===== src/shared/i2csw_consts.vh =====
// constants for the i2c switch control slave
// Notes on behaviour
// - reset pin held low clears control register and serial state machine.
// - power-on reset leaves the control register zero, all channels deselected.
// - one data bit per clock pulse; data stays stable while clock high.
// - idle bus rests with both clock and data high.
// - receiver acknowledges by holding data low through ninth clock high phase.
// - not-acknowledge leaves data released high through ninth clock pulse.
// - first byte after START is seven address bits msb first, then direction.
// - address byte lsb is direction: 0 write control byte, 1 read it.
// - idle device waits for START plus own address before moving data.
// - on address match device pulls data low for one clock pulse.
// - address is fixed prefix plus pin bits: 11100+2 pins or 1110+3 pins.
// - write keeps low 4 (switch) or 3 (mux) bits; last byte wins.
// - written selection takes effect only at the STOP ending the write.
// - read returns live channel alert levels in bits 4 to 7, 1 means alert.
`ifndef I2CSW_CONSTS_VH
`define I2CSW_CONSTS_VH
`define I2CSW_PREFIX5 5'h1C
`define I2CSW_PREFIX4 4'hE
`define I2CSW_ST_IDLE 3'h0
`define I2CSW_ST_ADDR 3'h1
`define I2CSW_ST_AACK 3'h2
`define I2CSW_ST_WDAT 3'h3
`define I2CSW_ST_WACK 3'h4
`define I2CSW_ST_RDAT 3'h5
`define I2CSW_ST_RACK 3'h6
`define I2CSW_SEL_RESET 4'h0
// pin synchroniser reset levels: alerts idle high in bits 3:0, address pins low in 6:4
`define I2CSW_PIN_RESET 7'h0F
`endif


===== src/design/i2csw_slave.v =====
// serial control slave of the four channel bus switch / multiplexer
`timescale 1ns/100ps
`include "i2csw_consts.vh"
module i2csw_slave #(
  parameter MUX_VARIANT = 0 // 0: switch 11100+2 pins, 1: mux 1110+3 pins
) (
  input wire clk_sys, // 125 MHz system clock
  input wire rst_b, // synchronous reset, active low (pin or power-on)
  input wire scl_in, // main bus clock level
  input wire sda_in, // main bus data level
  output wire sda_out, // data drive value, always low
  output wire sda_oe, // high while pulling data low
  input wire addr_pin_bit0, // address pin 0
  input wire addr_pin_bit1, // address pin 1
  input wire addr_pin_bit2, // address pin 2, mux variant only
  input wire channel0_alert_input, // channel 0 alert, active low
  input wire channel1_alert_input, // channel 1 alert, active low
  input wire channel2_alert_input, // channel 2 alert, active low
  input wire channel3_alert_input, // channel 3 alert, active low
  output wire channel_select_bit0, // applied selection bit 0
  output wire channel_select_bit1, // applied selection bit 1
  output wire channel_select_bit2, // applied selection bit 2
  output wire channel_select_bit3 // applied selection bit 3
);
  // alerts in bits 3:0, address pins in bits 6:4
  localparam PIN_COUNT = 7;
  localparam [PIN_COUNT-1:0] PIN_RESET = `I2CSW_PIN_RESET;
  reg [2:0] scl_sync_reg;
  reg [2:0] sda_sync_reg;
  reg scl_reg;
  reg sda_reg;
  reg [2:0] state_reg;
  reg [2:0] bit_cnt_reg;
  reg [7:0] shift_reg;
  reg [3:0] pend_reg;
  reg pend_vld_reg;
  reg [3:0] sel_reg;
  reg sda_oe_reg;
  reg byte_bits_reg; // a bit has been shifted into the byte now being received
  wire [3:0] alert_hi;
  wire [PIN_COUNT-1:0] pin_raw;
  wire [PIN_COUNT-1:0] pin_clean;
  wire [6:0] own_addr;
  wire scl_new;
  wire sda_new;
  wire scl_rise;
  wire scl_fall;
  wire start_det;
  wire stop_det;

  // three stage sync; change accepted when stages two and three agree
  always @(posedge clk_sys) begin
    if (!rst_b) begin
      scl_sync_reg <= 3'h7;
      sda_sync_reg <= 3'h7;
      scl_reg <= 1'b1;
      sda_reg <= 1'b1;
    end else begin
      scl_sync_reg <= {scl_sync_reg[1:0], scl_in};
      sda_sync_reg <= {sda_sync_reg[1:0], sda_in};
      if (scl_sync_reg[1] == scl_sync_reg[2]) begin
        scl_reg <= scl_sync_reg[2];
      end
      if (sda_sync_reg[1] == sda_sync_reg[2]) begin
        sda_reg <= sda_sync_reg[2];
      end
    end
  end

  assign scl_new = (scl_sync_reg[1] == scl_sync_reg[2]) ? scl_sync_reg[2] : scl_reg;
  assign sda_new = (sda_sync_reg[1] == sda_sync_reg[2]) ? sda_sync_reg[2] : sda_reg;
  assign scl_rise = scl_new & ~scl_reg;
  assign scl_fall = ~scl_new & scl_reg;
  // data edges while clock stays high
  assign start_det = scl_reg & scl_new & sda_reg & ~sda_new;
  assign stop_det = scl_reg & scl_new & ~sda_reg & sda_new;

  // pins from outside the clock domain, gathered for the synchronisers below
  assign pin_raw = {addr_pin_bit2, addr_pin_bit1, addr_pin_bit0, channel3_alert_input,
    channel2_alert_input, channel1_alert_input, channel0_alert_input};

  // three stage sync per pin; a new level counts once stages two and three agree.
  // alerts reset to their idle high level, so no false alert shows after reset
  genvar gi;
  generate
    for (gi = 0; gi < PIN_COUNT; gi = gi + 1) begin : g_pin
      reg [2:0] pin_sync_reg;
      reg pin_hold_reg;
      always @(posedge clk_sys) begin
        if (!rst_b) begin
          pin_sync_reg <= {3{PIN_RESET[gi]}};
          pin_hold_reg <= PIN_RESET[gi];
        end else begin
          pin_sync_reg <= {pin_sync_reg[1:0], pin_raw[gi]};
          if (pin_sync_reg[1] == pin_sync_reg[2]) begin
            pin_hold_reg <= pin_sync_reg[2];
          end
        end
      end
      assign pin_clean[gi] = pin_hold_reg;
    end
  endgenerate

  // address: fixed prefix plus pin bits
  assign own_addr = (MUX_VARIANT != 0) ?
    {`I2CSW_PREFIX4, pin_clean[6:4]} :
    {`I2CSW_PREFIX5, pin_clean[5:4]};
  // live alert levels, 1 means alert
  assign alert_hi = ~pin_clean[3:0];

  // byte engine; samples on clock rise, drives on clock fall
  always @(posedge clk_sys) begin
    if (!rst_b) begin
      state_reg <= `I2CSW_ST_IDLE;
      bit_cnt_reg <= 3'h0;
      shift_reg <= 8'h00;
      pend_reg <= `I2CSW_SEL_RESET;
      pend_vld_reg <= 1'b0;
      sel_reg <= `I2CSW_SEL_RESET;
      sda_oe_reg <= 1'b0;
      byte_bits_reg <= 1'b0;
    end else if (start_det) begin
      // restart mid byte aborts; pending byte dropped, selection kept
      state_reg <= `I2CSW_ST_ADDR;
      bit_cnt_reg <= 3'h0;
      shift_reg <= 8'h00;
      byte_bits_reg <= 1'b0;
      pend_vld_reg <= 1'b0;
      sda_oe_reg <= 1'b0;
    end else if (stop_det) begin
      state_reg <= `I2CSW_ST_IDLE;
      sda_oe_reg <= 1'b0;
      byte_bits_reg <= 1'b0;
      pend_vld_reg <= 1'b0;
      if (pend_vld_reg) begin
        sel_reg <= pend_reg;
      end
    end else begin
      case (state_reg)
        `I2CSW_ST_IDLE: begin
          sda_oe_reg <= 1'b0;
        end
        `I2CSW_ST_ADDR, `I2CSW_ST_WDAT: begin
          if (scl_rise) begin
            shift_reg <= {shift_reg[6:0], sda_reg};
            bit_cnt_reg <= bit_cnt_reg + 3'h1;
            byte_bits_reg <= 1'b1;
          end else if (scl_fall && bit_cnt_reg == 3'h0 && byte_bits_reg) begin
            // eight bits in; decide on the falling edge of the eighth pulse.
            // the flag, not the byte value, marks a full byte, so an all-zero
            // control byte is taken and the clock fall right after START is not
            byte_bits_reg <= 1'b0;
            if (state_reg == `I2CSW_ST_ADDR) begin
              if (shift_reg[7:1] == own_addr) begin
                state_reg <= `I2CSW_ST_AACK;
                sda_oe_reg <= 1'b1;
              end else begin
                state_reg <= `I2CSW_ST_IDLE;
              end
            end else begin
              pend_reg <= (MUX_VARIANT != 0) ? {1'b0, shift_reg[2:0]} :
                shift_reg[3:0];
              pend_vld_reg <= 1'b1;
              state_reg <= `I2CSW_ST_WACK;
              sda_oe_reg <= 1'b1;
            end
          end
        end
        `I2CSW_ST_AACK, `I2CSW_ST_WACK: begin
          // release after the ninth pulse; a read drives its first data bit instead
          if (scl_fall) begin
            bit_cnt_reg <= 3'h0;
            if (state_reg == `I2CSW_ST_AACK && shift_reg[0]) begin
              // read: load live alerts and current selection
              shift_reg <= {alert_hi, sel_reg};
              state_reg <= `I2CSW_ST_RDAT;
              sda_oe_reg <= ~(alert_hi[3]);
            end else begin
              shift_reg <= 8'h00;
              state_reg <= `I2CSW_ST_WDAT;
              sda_oe_reg <= 1'b0;
            end
          end
        end
        `I2CSW_ST_RDAT: begin
          if (scl_fall) begin
            bit_cnt_reg <= bit_cnt_reg + 3'h1;
            if (bit_cnt_reg == 3'h7) begin
              state_reg <= `I2CSW_ST_RACK;
              sda_oe_reg <= 1'b0;
            end else begin
              shift_reg <= {shift_reg[6:0], 1'b0};
              sda_oe_reg <= ~shift_reg[6];
            end
          end
        end
        `I2CSW_ST_RACK: begin
          if (scl_rise) begin
            // master ack asks for another byte, nack ends the read
            if (!sda_reg) begin
              shift_reg <= {alert_hi, sel_reg};
              bit_cnt_reg <= 3'h0;
            end else begin
              state_reg <= `I2CSW_ST_IDLE;
            end
          end else if (scl_fall && bit_cnt_reg == 3'h0) begin
            state_reg <= `I2CSW_ST_RDAT;
            sda_oe_reg <= ~shift_reg[7];
          end
        end
        default: begin
          state_reg <= `I2CSW_ST_IDLE;
          sda_oe_reg <= 1'b0;
        end
      endcase
    end
  end

  assign sda_out = 1'b0;
  assign sda_oe = sda_oe_reg;
  assign channel_select_bit0 = sel_reg[0];
  assign channel_select_bit1 = sel_reg[1];
  assign channel_select_bit2 = sel_reg[2];
  assign channel_select_bit3 = sel_reg[3];
endmodule // i2csw_slave


===== config.mk =====
export PLATFORM = sky130hd
export DESIGN_NAME = i2csw_slave
export DESIGN_NICKNAME = d
export VERILOG_FILES = /design/src/design/i2csw_slave.v
export VERILOG_INCLUDE_DIRS = /design/src /design/src/shared
export SDC_FILE = /design/constraint.sdc
export NUM_CORES = 1
export LEC_CHECK = 0
export BUFFER_PORTS_ARGS = -buffer_cell sky130_fd_sc_hd__buf_2
export CAP_MARGIN = 40
export CORE_ASPECT_RATIO = 2
export CORE_MARGIN = 2
export CORE_UTILIZATION = 45
export DETAILED_ROUTE_END_ITERATION = 10
export GPL_TIMING_DRIVEN = 0
export PLACE_DENSITY = 0.7
export RECOVER_POWER = 100
export SYNTH_ARGS = -nofsm -noshare
export SYNTH_HDL_FRONTEND = slang
export SYNTH_SLANG_ARGS = --single-unit

===== constraint.sdc =====
create_clock -name clk_sys -period 3.2 [get_ports clk_sys]
set_input_delay 0.64 -clock clk_sys [delete_from_list [all_inputs] [get_ports clk_sys]]
set_output_delay 0.64 -clock clk_sys [all_outputs]
set_load 0.1 [all_outputs]

==> reports/summary.txt, run 1 <==
Asr flop ratio synth = 0%
Clock skew = 11.4 ps
IO buf count = 14
Maximum vdd drop = 0.000396 V
Relative slew margins = 22.9%
Yosys top cell by area = dfxtp_1
Cells after Synth = 278
First-pass GRT wire length = 8880 µm
Net Count, Synth = 292
Largest net degree at the start of global routing = 13
H-tree depth = 3
Drt drc = 0
Vias = 2091
DP HPWL = 3650 µm
CP max stage delay = 870 ps
Setup CP Type = reg2out
Post-CTS Setup Bufs = 0
Critical Path Source Type = register
Synth warnings = 0
Layout net count = 317
CP endpoint kind = output port
Layout cell share with drive strength beyond 1 = 11.0%
Hold WS = 407 ps
Most frequent cells in the layout = 57 x dfxtp_1, 23 x o21ai_0, 22 x nand2b_1
Final period utilization = 69.2%
Gr busiest metal = met2
Area Growth Syn to Fin = 14.8%
Post-Syn Area = 0.00246 mm²
Post-synthesis sequential area ratio = 46.4%
Hold Buf Count CTS = 0
Cell family with most CP delay = buffers and inverters
Diode count = 0
Worst Tran Pin Value = 1160 ps
WP buf/inv = 1
Initial DRC Count = 84
Sum Neg Setup Slack = 0 ps
Yosys reg bits = 57
Ranking of synthesized cells by area = dfxtp_1 46%, nand2b_1 5.6%, o21ai_0 4.5%
Core area = 0.00533 mm²
Die Area = 0.00610 mm²
Clk_lat worst skew = 340 ps
Slowest CP cell = clkbuf_1
CP arrival = 1570 ps
Main synth FF type = dfxtp_1
Row count = 38
Max FFs per register = 18
Via density = 5.68
Ports = 17
Total Wirelength = 5170 µm
Avg Inst Size Synth = 8.84 µm²
Total Power = 0.00202 W
Post-synth EDFFs = 0
Antenna Nets Post-Route = 0
# resized after CTS = 0
Critical Path RT = 2560 ps
GPL Wtd Cong = 0.867
Die height = 109 µm
Final Hold Violating Endpoints = 0
Post-synth top area share = 46.4%
Max-slew violations = 0
Post-place setup slack = 1300 ps
CTS clock-pin slew for the worst setup and hold paths = 70 ps
Max cap viols = 0
PD cells = 715 mW/mm²
Longest Clk Path Bufs = 2
DIE WIDTH = 56.3 µm
Sink Count = 57
Commonest non-fill, non-tap cell in the layout = dfxtp_1
Crit-path cells = clkbuf_1
GR Util met1 = 23.3%
P_leak = 1.00 nW
GRT Total Usage = 18.8%
Clock Tree Root = clkbuf_8
RSZ-0062 raised after global routing = no
Setup slack after layout = 986 ps
Final core utilization = 53.0%
Routed wire length per instance = 14.0 µm
Status = finished clean
Grt ovf = 0
Hold Path Class = reg2reg
Synth unique cells = 48
Minimum clock period = 2210 ps
TritonCTS Buffers = 9
Met2 global-route usage = 29.7%
CTS tree = built
Grt met3 use = 4.67%
Starting Density = 46.1%
Final setup violation count = 0
DR pass1 iterations = 5
Maximum net fanout on the critical path = 3
Max Fclk = 0.452 GHz
Initial antenna violation count = 0
Vias in the first global route = 1936
## final cells by class
| class | instances | area, µm² |
|---|---|---|
| fill | 503 | 2500 |
| multi-input combinational | 199 | 1210 |
| sequential | 57 | 1140 |
| clock buffer | 9 | 124 |
| clock inverter | 7 | 104 |
| buffer | 17 | 81.3 |
| tap | 60 | 75.1 |
| timing repair buffer | 14 | 62.6 |
| inverter | 5 | 18.8 |
## cells in the mapped netlist (4+ instances only)
library cell  number
nand4_1            7
nand2_1           20
a22oi_1            4
buf_2              6
mux2i_1            4
o31ai_1            7
a21boi_0           6
a211oi_1           4
nor2_1            17
o21ai_0           22
clkbuf_1           7
nor2b_1            9
dfxtp_1           57
and2_1             6
a21oi_1           20
nand3_1            7
nand2b_1          22
inv_1              5
## worst paths after layout
kind,from,endpoint,slack [ps],cells past startpoint
min reg2reg,scl_sync_reg[0]$_SDFF_PN1_,scl_sync_reg[1]$_SDFF_PN1_,410,1
min,scl_sync_reg[0]$_SDFF_PN1_,scl_sync_reg[1]$_SDFF_PN1_,410,1
max,sel_reg[3]$_SDFFE_PN0P_,channel_select_bit3,990,1
max reg2reg,state_reg[2]$_SDFFE_PP0P_,shift_reg[3]$_SDFFE_PP0P_,1050,6
## logic make-up (layout without fill, tap and decap cells)
logic type / Yosys count / after routing / synth area share (%)
AO/OA/AOI/OAI: 81 / 81 / 21.5
XOR/XNOR: 2 / 2 / 0.713
adder cells (fa/ha/maj): 3 / 3 / 1.53
buffers and inverters: 22 / 52 / 4.18
flip-flops: 57 / 57 / 46.4
multiplexers: 4 / 4 / 1.63
other: 1 / 1 / 0.153
AND/OR/NAND/NOR: 108 / 108 / 23.9
## power by group
| group | total, W | switching, W | internal, W | leakage (nW) |
|---|---|---|---|---|
| clock | 0.000749 | 0.000304 | 0.000445 | 0.108 |
| sequential | 0.000788 | 0.0000341 | 0.000754 | 0.465 |
| combinational | 0.000479 | 0.000307 | 0.000173 | 0.427 |
| total | 0.00202 | 0.000645 | 0.00137 | 1.00 |
## metrics by stage
step	cell area (µm²)	instances
2_1_floorplan	2460	278
3_3_place_gp	2600	352
3_5_place_dp	2600	352
4_1_cts	2830	368
5_1_grt	2820	368
6_report	2820	368
## metal layers
| metal | wire length, µm | part of all wire (%) |
|---|---|---|
| met3 | 217 | 4.2 |
| met4 | 153 | 3.0 |
| met5 | 0 | 0 |
| met2 | 2530 | 49 |
| met1 | 2260 | 44 |
Power figures use the tool's default switching activity.
==> run 2, diff against run 1 <==
Clock period 3.2 ns to 2.3 ns, I/O delays scaled along.
==> run 2 against run 1 <==
- non-clock buffer count unchanged
- core utilization about the same
- combinational power is 40% higher
- sequential share of layout area about the same
- cell count unchanged
- die area unchanged
- clock power up 39%
- critical path depth stayed put
- highest routed layer unchanged
==> reports/summary.txt, run 2 (synthesis gave the netlist of run 1 again) <==
Setup CP Type = reg2out
DIE WIDTH = 56.3 µm (unchanged)
Die height = 109 µm (unchanged)
DR pass1 iterations = 5 (unchanged)
R2R Path Start = state_reg[2]$_SDFFE_PP0P_
Row count = 38 (unchanged)
Gr busiest metal = met2
Final period utilization = 88.4%
Routed wire length per instance = 14.0 µm (-0.25%)
Critical Path Source Type = register
Hold Buf Count CTS = 0 (unchanged)
Most frequent cells in the layout = 57 x dfxtp_1, 22 x nand2b_1, 22 x o21ai_0
Status = finished clean
Hold Path Class = in2reg
Grt ovf = 0 (unchanged)
Relative slew margins = 23.0% (+0.12 points)
Crit-path cells = clkbuf_1
CP arrival = 1570 ps (about the same)
Largest net degree at the start of global routing = 13 (unchanged)
Met2 global-route usage = 29.7% (unchanged)
P_leak = 1.01 nW (+0.71%)
# resized after CTS = 0 (unchanged)
Total Wirelength = 5160 µm (-0.25%)
Sum Neg Setup Slack = 0 ps (unchanged)
Reg2Reg Depth = 6 (unchanged)
Via density = 5.64 (-0.77%)
Total Power = 0.00281 W (+39%)
Max-slew violations = 0 (unchanged)
WP buf/inv = 1 (unchanged)
Vias in the first global route = 1936 (unchanged)
Final Hold Violating Endpoints = 0 (unchanged)
Layout net count = 317 (unchanged)
Sink Count = 57 (unchanged)
Critical Path RT = 1840 ps (-720 ps)
CTS clock-pin slew for the worst setup and hold paths = 70 ps (about the same)
Clk_lat worst skew = 340 ps (about the same)
Ports = 17 (unchanged)
Max Fclk = 0.492 GHz
Cell family with most CP delay = buffers and inverters
Clock skew = 8.74 ps (-2.66 ps)
Die Area = 0.00610 mm² (unchanged)
Maximum net fanout on the critical path = 3 (unchanged)
Grt met3 use = 4.67% (unchanged)
Post-CTS Setup Bufs = 0 (unchanged)
IO buf count = 14 (unchanged)
Area Growth Syn to Fin = 14.9% (about the same)
GR Util met1 = 23.3% (unchanged)
Core area = 0.00533 mm² (unchanged)
Longest Clk Path Bufs = 2 (unchanged)
RSZ-0062 raised after global routing = no
Slowest CP cell = clkbuf_1
Crit path from = sel_reg[3]$_SDFFE_PN0P_
Number of cells on the critical path = 1 (unchanged)
Initial antenna violation count = 0 (unchanged)
R2R setup slack = 310 ps (-740 ps)
Clock Tree Root = clkbuf_8
Antenna Nets Post-Route = 0 (unchanged)
Layout cell share with drive strength beyond 1 = 11.7% (+0.65 points)
H-tree depth = 3 (unchanged)
CTS tree = built
CP max stage delay = 870 ps (about the same)
DP HPWL = 3650 µm (unchanged)
GRT Total Usage = 18.8% (unchanged)
Crit Reg-Reg Endpoint = shift_reg[3]$_SDFFE_PP0P_
Max FFs per register = 18 (unchanged)
Max cap viols = 0 (unchanged)
GPL Wtd Cong = 0.867 (unchanged)
Critical path destination = channel_select_bit3
Maximum vdd drop = 0.000551 V (+39%)
Drt drc = 0 (unchanged)
Commonest non-fill, non-tap cell in the layout = dfxtp_1
Final setup violation count = 0 (unchanged)
Minimum clock period = 2030 ps
CP endpoint kind = output port
Starting Density = 46.1% (unchanged)
PD cells = 995 mW/mm² (+39%)
Worst Tran Pin Value = 1160 ps (-1.76 ps)
Initial DRC Count = 84 (unchanged)
TritonCTS Buffers = 9 (unchanged)
First-pass GRT wire length = 8880 µm (unchanged)
Vias = 2075 (-0.77%)
Diode count = 0 (unchanged)
## run 2: layout make-up
class | instances | area, µm²
Buffer | 17 | 82.6
Clock buffer | 9 | 124
Clock inverter | 7 | 104
Fill cell | 501 | 2500
Inverter | 5 | 18.8
Multi-Input combinational cell | 199 | 1210
Sequential cell | 57 | 1140
Tap cell | 60 | 75.1
Timing Repair Buffer | 14 | 63.8
## run 2: worst min-delay path by stage
stage / cells past startpoint / to / from / slack (ps)
6_report: 2 / g_pin[3].pin_sync_reg[0]$_SDFF_PN1_ / channel3_alert_input / 300
5_1_grt: 2 / g_pin[0].pin_sync_reg[0]$_SDFF_PN1_ / channel0_alert_input / 290
4_1_cts: 2 / g_pin[3].pin_sync_reg[0]$_SDFF_PN1_ / channel3_alert_input / 290
3_5_place_dp: 1 / scl_sync_reg[1]$_SDFF_PN1_ / scl_sync_reg[0]$_SDFF_PN1_ / 390
3_3_place_gp: 1 / scl_sync_reg[1]$_SDFF_PN1_ / scl_sync_reg[0]$_SDFF_PN1_ / 390
2_1_floorplan: 1 / g_pin[0].pin_sync_reg[1]$_SDFF_PN1_ / g_pin[0].pin_sync_reg[0]$_SDFF_PN1_ / 390
## run 2: report_power, final
part	leakage, nW	internal, W	total, W	switching, W
clock	0.108	0.000619	0.00104	0.000422
combinational	0.434	0.000241	0.000671	0.000430
sequential	0.465	0.00105	0.00110	0.0000472
total	1.01	0.00191	0.00281	0.000899
## run 2: metal layers
| metal | vias to the layer above | part of all wire (%) |
|---|---|---|
| met5 | - | 0 |
| met4 | 0 | 3.0 |
| met3 | 17 | 4.3 |
| met2 | 58 | 49 |
| met1 | 962 | 44 |
| li1 | 1038 | - |
## run 2: metrics by stage
step	cell area (µm²)	utilization (%)	hold slack (ps)	worst slack [ps]	std cells
2_1_floorplan	2460	-	386	504	278
3_3_place_gp	2600	48.9	389	447	352
3_5_place_dp	2600	48.9	393	398	352
4_1_cts	2830	53.1	285	371	368
5_1_grt	2820	53.0	294	198	368
6_report	2820	53.0	302	266	368
==> run 3, diff against run 2 <==
Settings changed: BUFFER_PORTS_ARGS -buffer_cell sky130_fd_sc_hd__buf_2 to -buffer_cell sky130_fd_sc_hd__clkbuf_2.
==> run 3 against run 2 <==
- critical path depth stayed put
- clock power is 12% higher
- final area is 0.71% higher
- largest power group is now the clock network
- core utilization is 0.38 points higher
- via count is 0.43% lower
- clock skew hardly changed
- non-clock buffer count stayed put
- count of clock-buffer cells in the layout stayed put
- first-iteration DRC count is 13% higher
- largest cell class unchanged
- flip-flop and latch count stayed put
- maximum frequency is 0.31% lower
- die area stayed put
==> reports/summary.txt, run 3 (synthesis gave the netlist of run 1 again) <==
Status = finished clean
DR pass1 iterations = 4 (-1)
Core area = 0.00533 mm² (unchanged)
Routed wire length per instance = 14.6 µm (+4.2%)
Commonest non-fill, non-tap cell in the layout = dfxtp_1
Max-slew violations = 0 (unchanged)
Top Metal Used = met4
RSZ-0062 raised after global routing = no
Slowest CP cell = clkbuf_1
DP HPWL = 3690 µm (+1.1%)
WL met3 = 241 µm (+8.1%)
Hold path depth = 2 (unchanged)
Max Fclk = 0.490 GHz (-0.31%)
Longest Clk Path Bufs = 2 (unchanged)
Cell family with most CP delay = buffers and inverters
CTS clock-pin slew for the worst setup and hold paths = 70 ps (about the same)
CP max stage delay = 870 ps (about the same)
Final Hold Violating Endpoints = 0 (unchanged)
Die Area = 0.00610 mm² (unchanged)
Area Growth Syn to Fin = 15.7%
Via density = 5.61 (-0.43%)
Diode count = 0 (unchanged)
GRT Total Usage = 19.2% (+0.47 points)
Clock skew = 9.15 ps (+0.412 ps)
Reg2Reg Depth = 6 (unchanged)
CP arrival = 1580 ps (about the same)
# resized after CTS = 0 (unchanged)
Relative slew margins = 22.8% (-0.24 points)
WP buf/inv = 1 (unchanged)
Maximum vdd drop = 0.000704 V (+28%)
Total Wirelength = 5370 µm (+4.2%)
Max FFs per register = 18 (unchanged)
P_leak = 1.02 nW (+1.8%)
Clk_lat worst skew = 340 ps (about the same)
Met1 Routed Length = 2350 µm (+3.8%)
CP endpoint kind = output port
Minimum clock period = 2040 ps (+6.25 ps)
IO buf count = 14 (unchanged)
Hold endpoint = g_pin[3].pin_sync_reg[0]$_SDFF_PN1_
R2R setup slack = 360 ps (+50 ps)
Initial DRC Count = 95 (+13%)
Clock Tree Root = clkbuf_8
Post-CTS Setup Bufs = 0 (unchanged)
Critical Path RT = 1840 ps (about the same)
Starting Density = 46.1% (unchanged)
Grt ovf = 0 (unchanged)
Initial antenna violation count = 0 (unchanged)
Routed wl met2 = 2590 µm (+3.3%)
CTS tree = built
PD cells = 1030 mW/mm² (+3.3%)
Largest net degree at the start of global routing = 13 (unchanged)
Crit-path cells = clkbuf_1
R2R Path Start = state_reg[2]$_SDFFE_PP0P_
Ports = 17 (unchanged)
Sink Count = 57 (unchanged)
Final setup violation count = 0 (unchanged)
Die height = 109 µm (unchanged)
Worst Tran Pin Value = 1160 ps (+3.59 ps)
Hold WS = 291 ps (-11.1 ps)
Hold Path Class = in2reg
Vias = 2066 (-0.43%)
Crit Reg-Reg Endpoint = shift_reg[3]$_SDFFE_PP0P_
H-tree depth = 3 (unchanged)
Drt drc = 0 (unchanged)
First-pass GRT wire length = 9050 µm (+1.9%)
HP Start = channel3_alert_input
Antenna Nets Post-Route = 0 (unchanged)
Layout cell share with drive strength beyond 1 = 11.4% (-0.32 points)
Vias in the first global route = 1935 (-0.052%)
Maximum net fanout on the critical path = 3 (unchanged)
Sum Neg Setup Slack = 0 ps (unchanged)
GPL Wtd Cong = 0.864 (-0.25%)
Final period utilization = 88.7% (+0.27 points)
Hold Buf Count CTS = 0 (unchanged)
Layout net count = 317 (unchanged)
TritonCTS Buffers = 9 (unchanged)
DIE WIDTH = 56.3 µm (unchanged)
Setup CP Type = reg2out
Most frequent cells in the layout = 57 x dfxtp_1, 22 x nand2b_1, 22 x o21ai_0
Row count = 38 (unchanged)
Max cap viols = 0 (unchanged)
Critical Path Source Type = register
[run 3: area by class of cell]
class                   count  area (µm²)
plain buffers              17        82.6
fillers                   528        2480
multi-input cells         199        1210
clock buffers               9         124
clock inverters             7         125
repair buffers             14        62.6
well taps                  60        75.1
flip-flops and latches     57        1140
inverters                   5        18.8
[run 3: where the power goes]
group / internal (W) / switching [W]
clock: 0.000730 / 0.000428
sequential: 0.00105 / 0.0000470
combinational: 0.000242 / 0.000428
[run 3: worst max-delay path by stage]
stage / from / end / slack, ps / cells past startpoint
6_report: sel_reg[3]$_SDFFE_PN0P_ / channel_select_bit3 / 260 / 1
5_1_grt: scl_sync_reg[2]$_SDFF_PN1_ / shift_reg[2]$_SDFFE_PP0P_ / 150 / 5
4_1_cts: state_reg[2]$_SDFFE_PP0P_ / state_reg[0]$_SDFFE_PN0P_ / 350 / 6
3_5_place_dp: bit_cnt_reg[0]$_SDFFE_PP0P_ / state_reg[1]$_SDFFE_PP0P_ / 410 / 7
3_3_place_gp: bit_cnt_reg[0]$_SDFFE_PP0P_ / state_reg[1]$_SDFFE_PP0P_ / 450 / 7
2_1_floorplan: sel_reg[1]$_SDFFE_PN0P_ / shift_reg[1]$_SDFFE_PP0P_ / 500 / 5
[run 3: routing by layer]
layer	track usage, %	up-vias
li1	-	1041
met1	24.4	961
met2	29.4	47
met3	5.50	17
met4	10.0	0
met5	0	-
[run 3: per-stage QoR]
step / utilization [%] / cell area (µm²) / setup WS [ps] / total power [W] / cells
CTS: 53.5 / 2850 / 354 / 0.00294 / 368
detailed placement: 48.9 / 2600 / 412 / 0.00178 / 352
global placement: 48.9 / 2600 / 447 / 0.00176 / 352
global route: 53.4 / 2840 / 148 / 0.00309 / 368
finish: 53.4 / 2840 / 260 / 0.00292 / 368
floorplan: - / 2460 / 504 / 0.00162 / 278
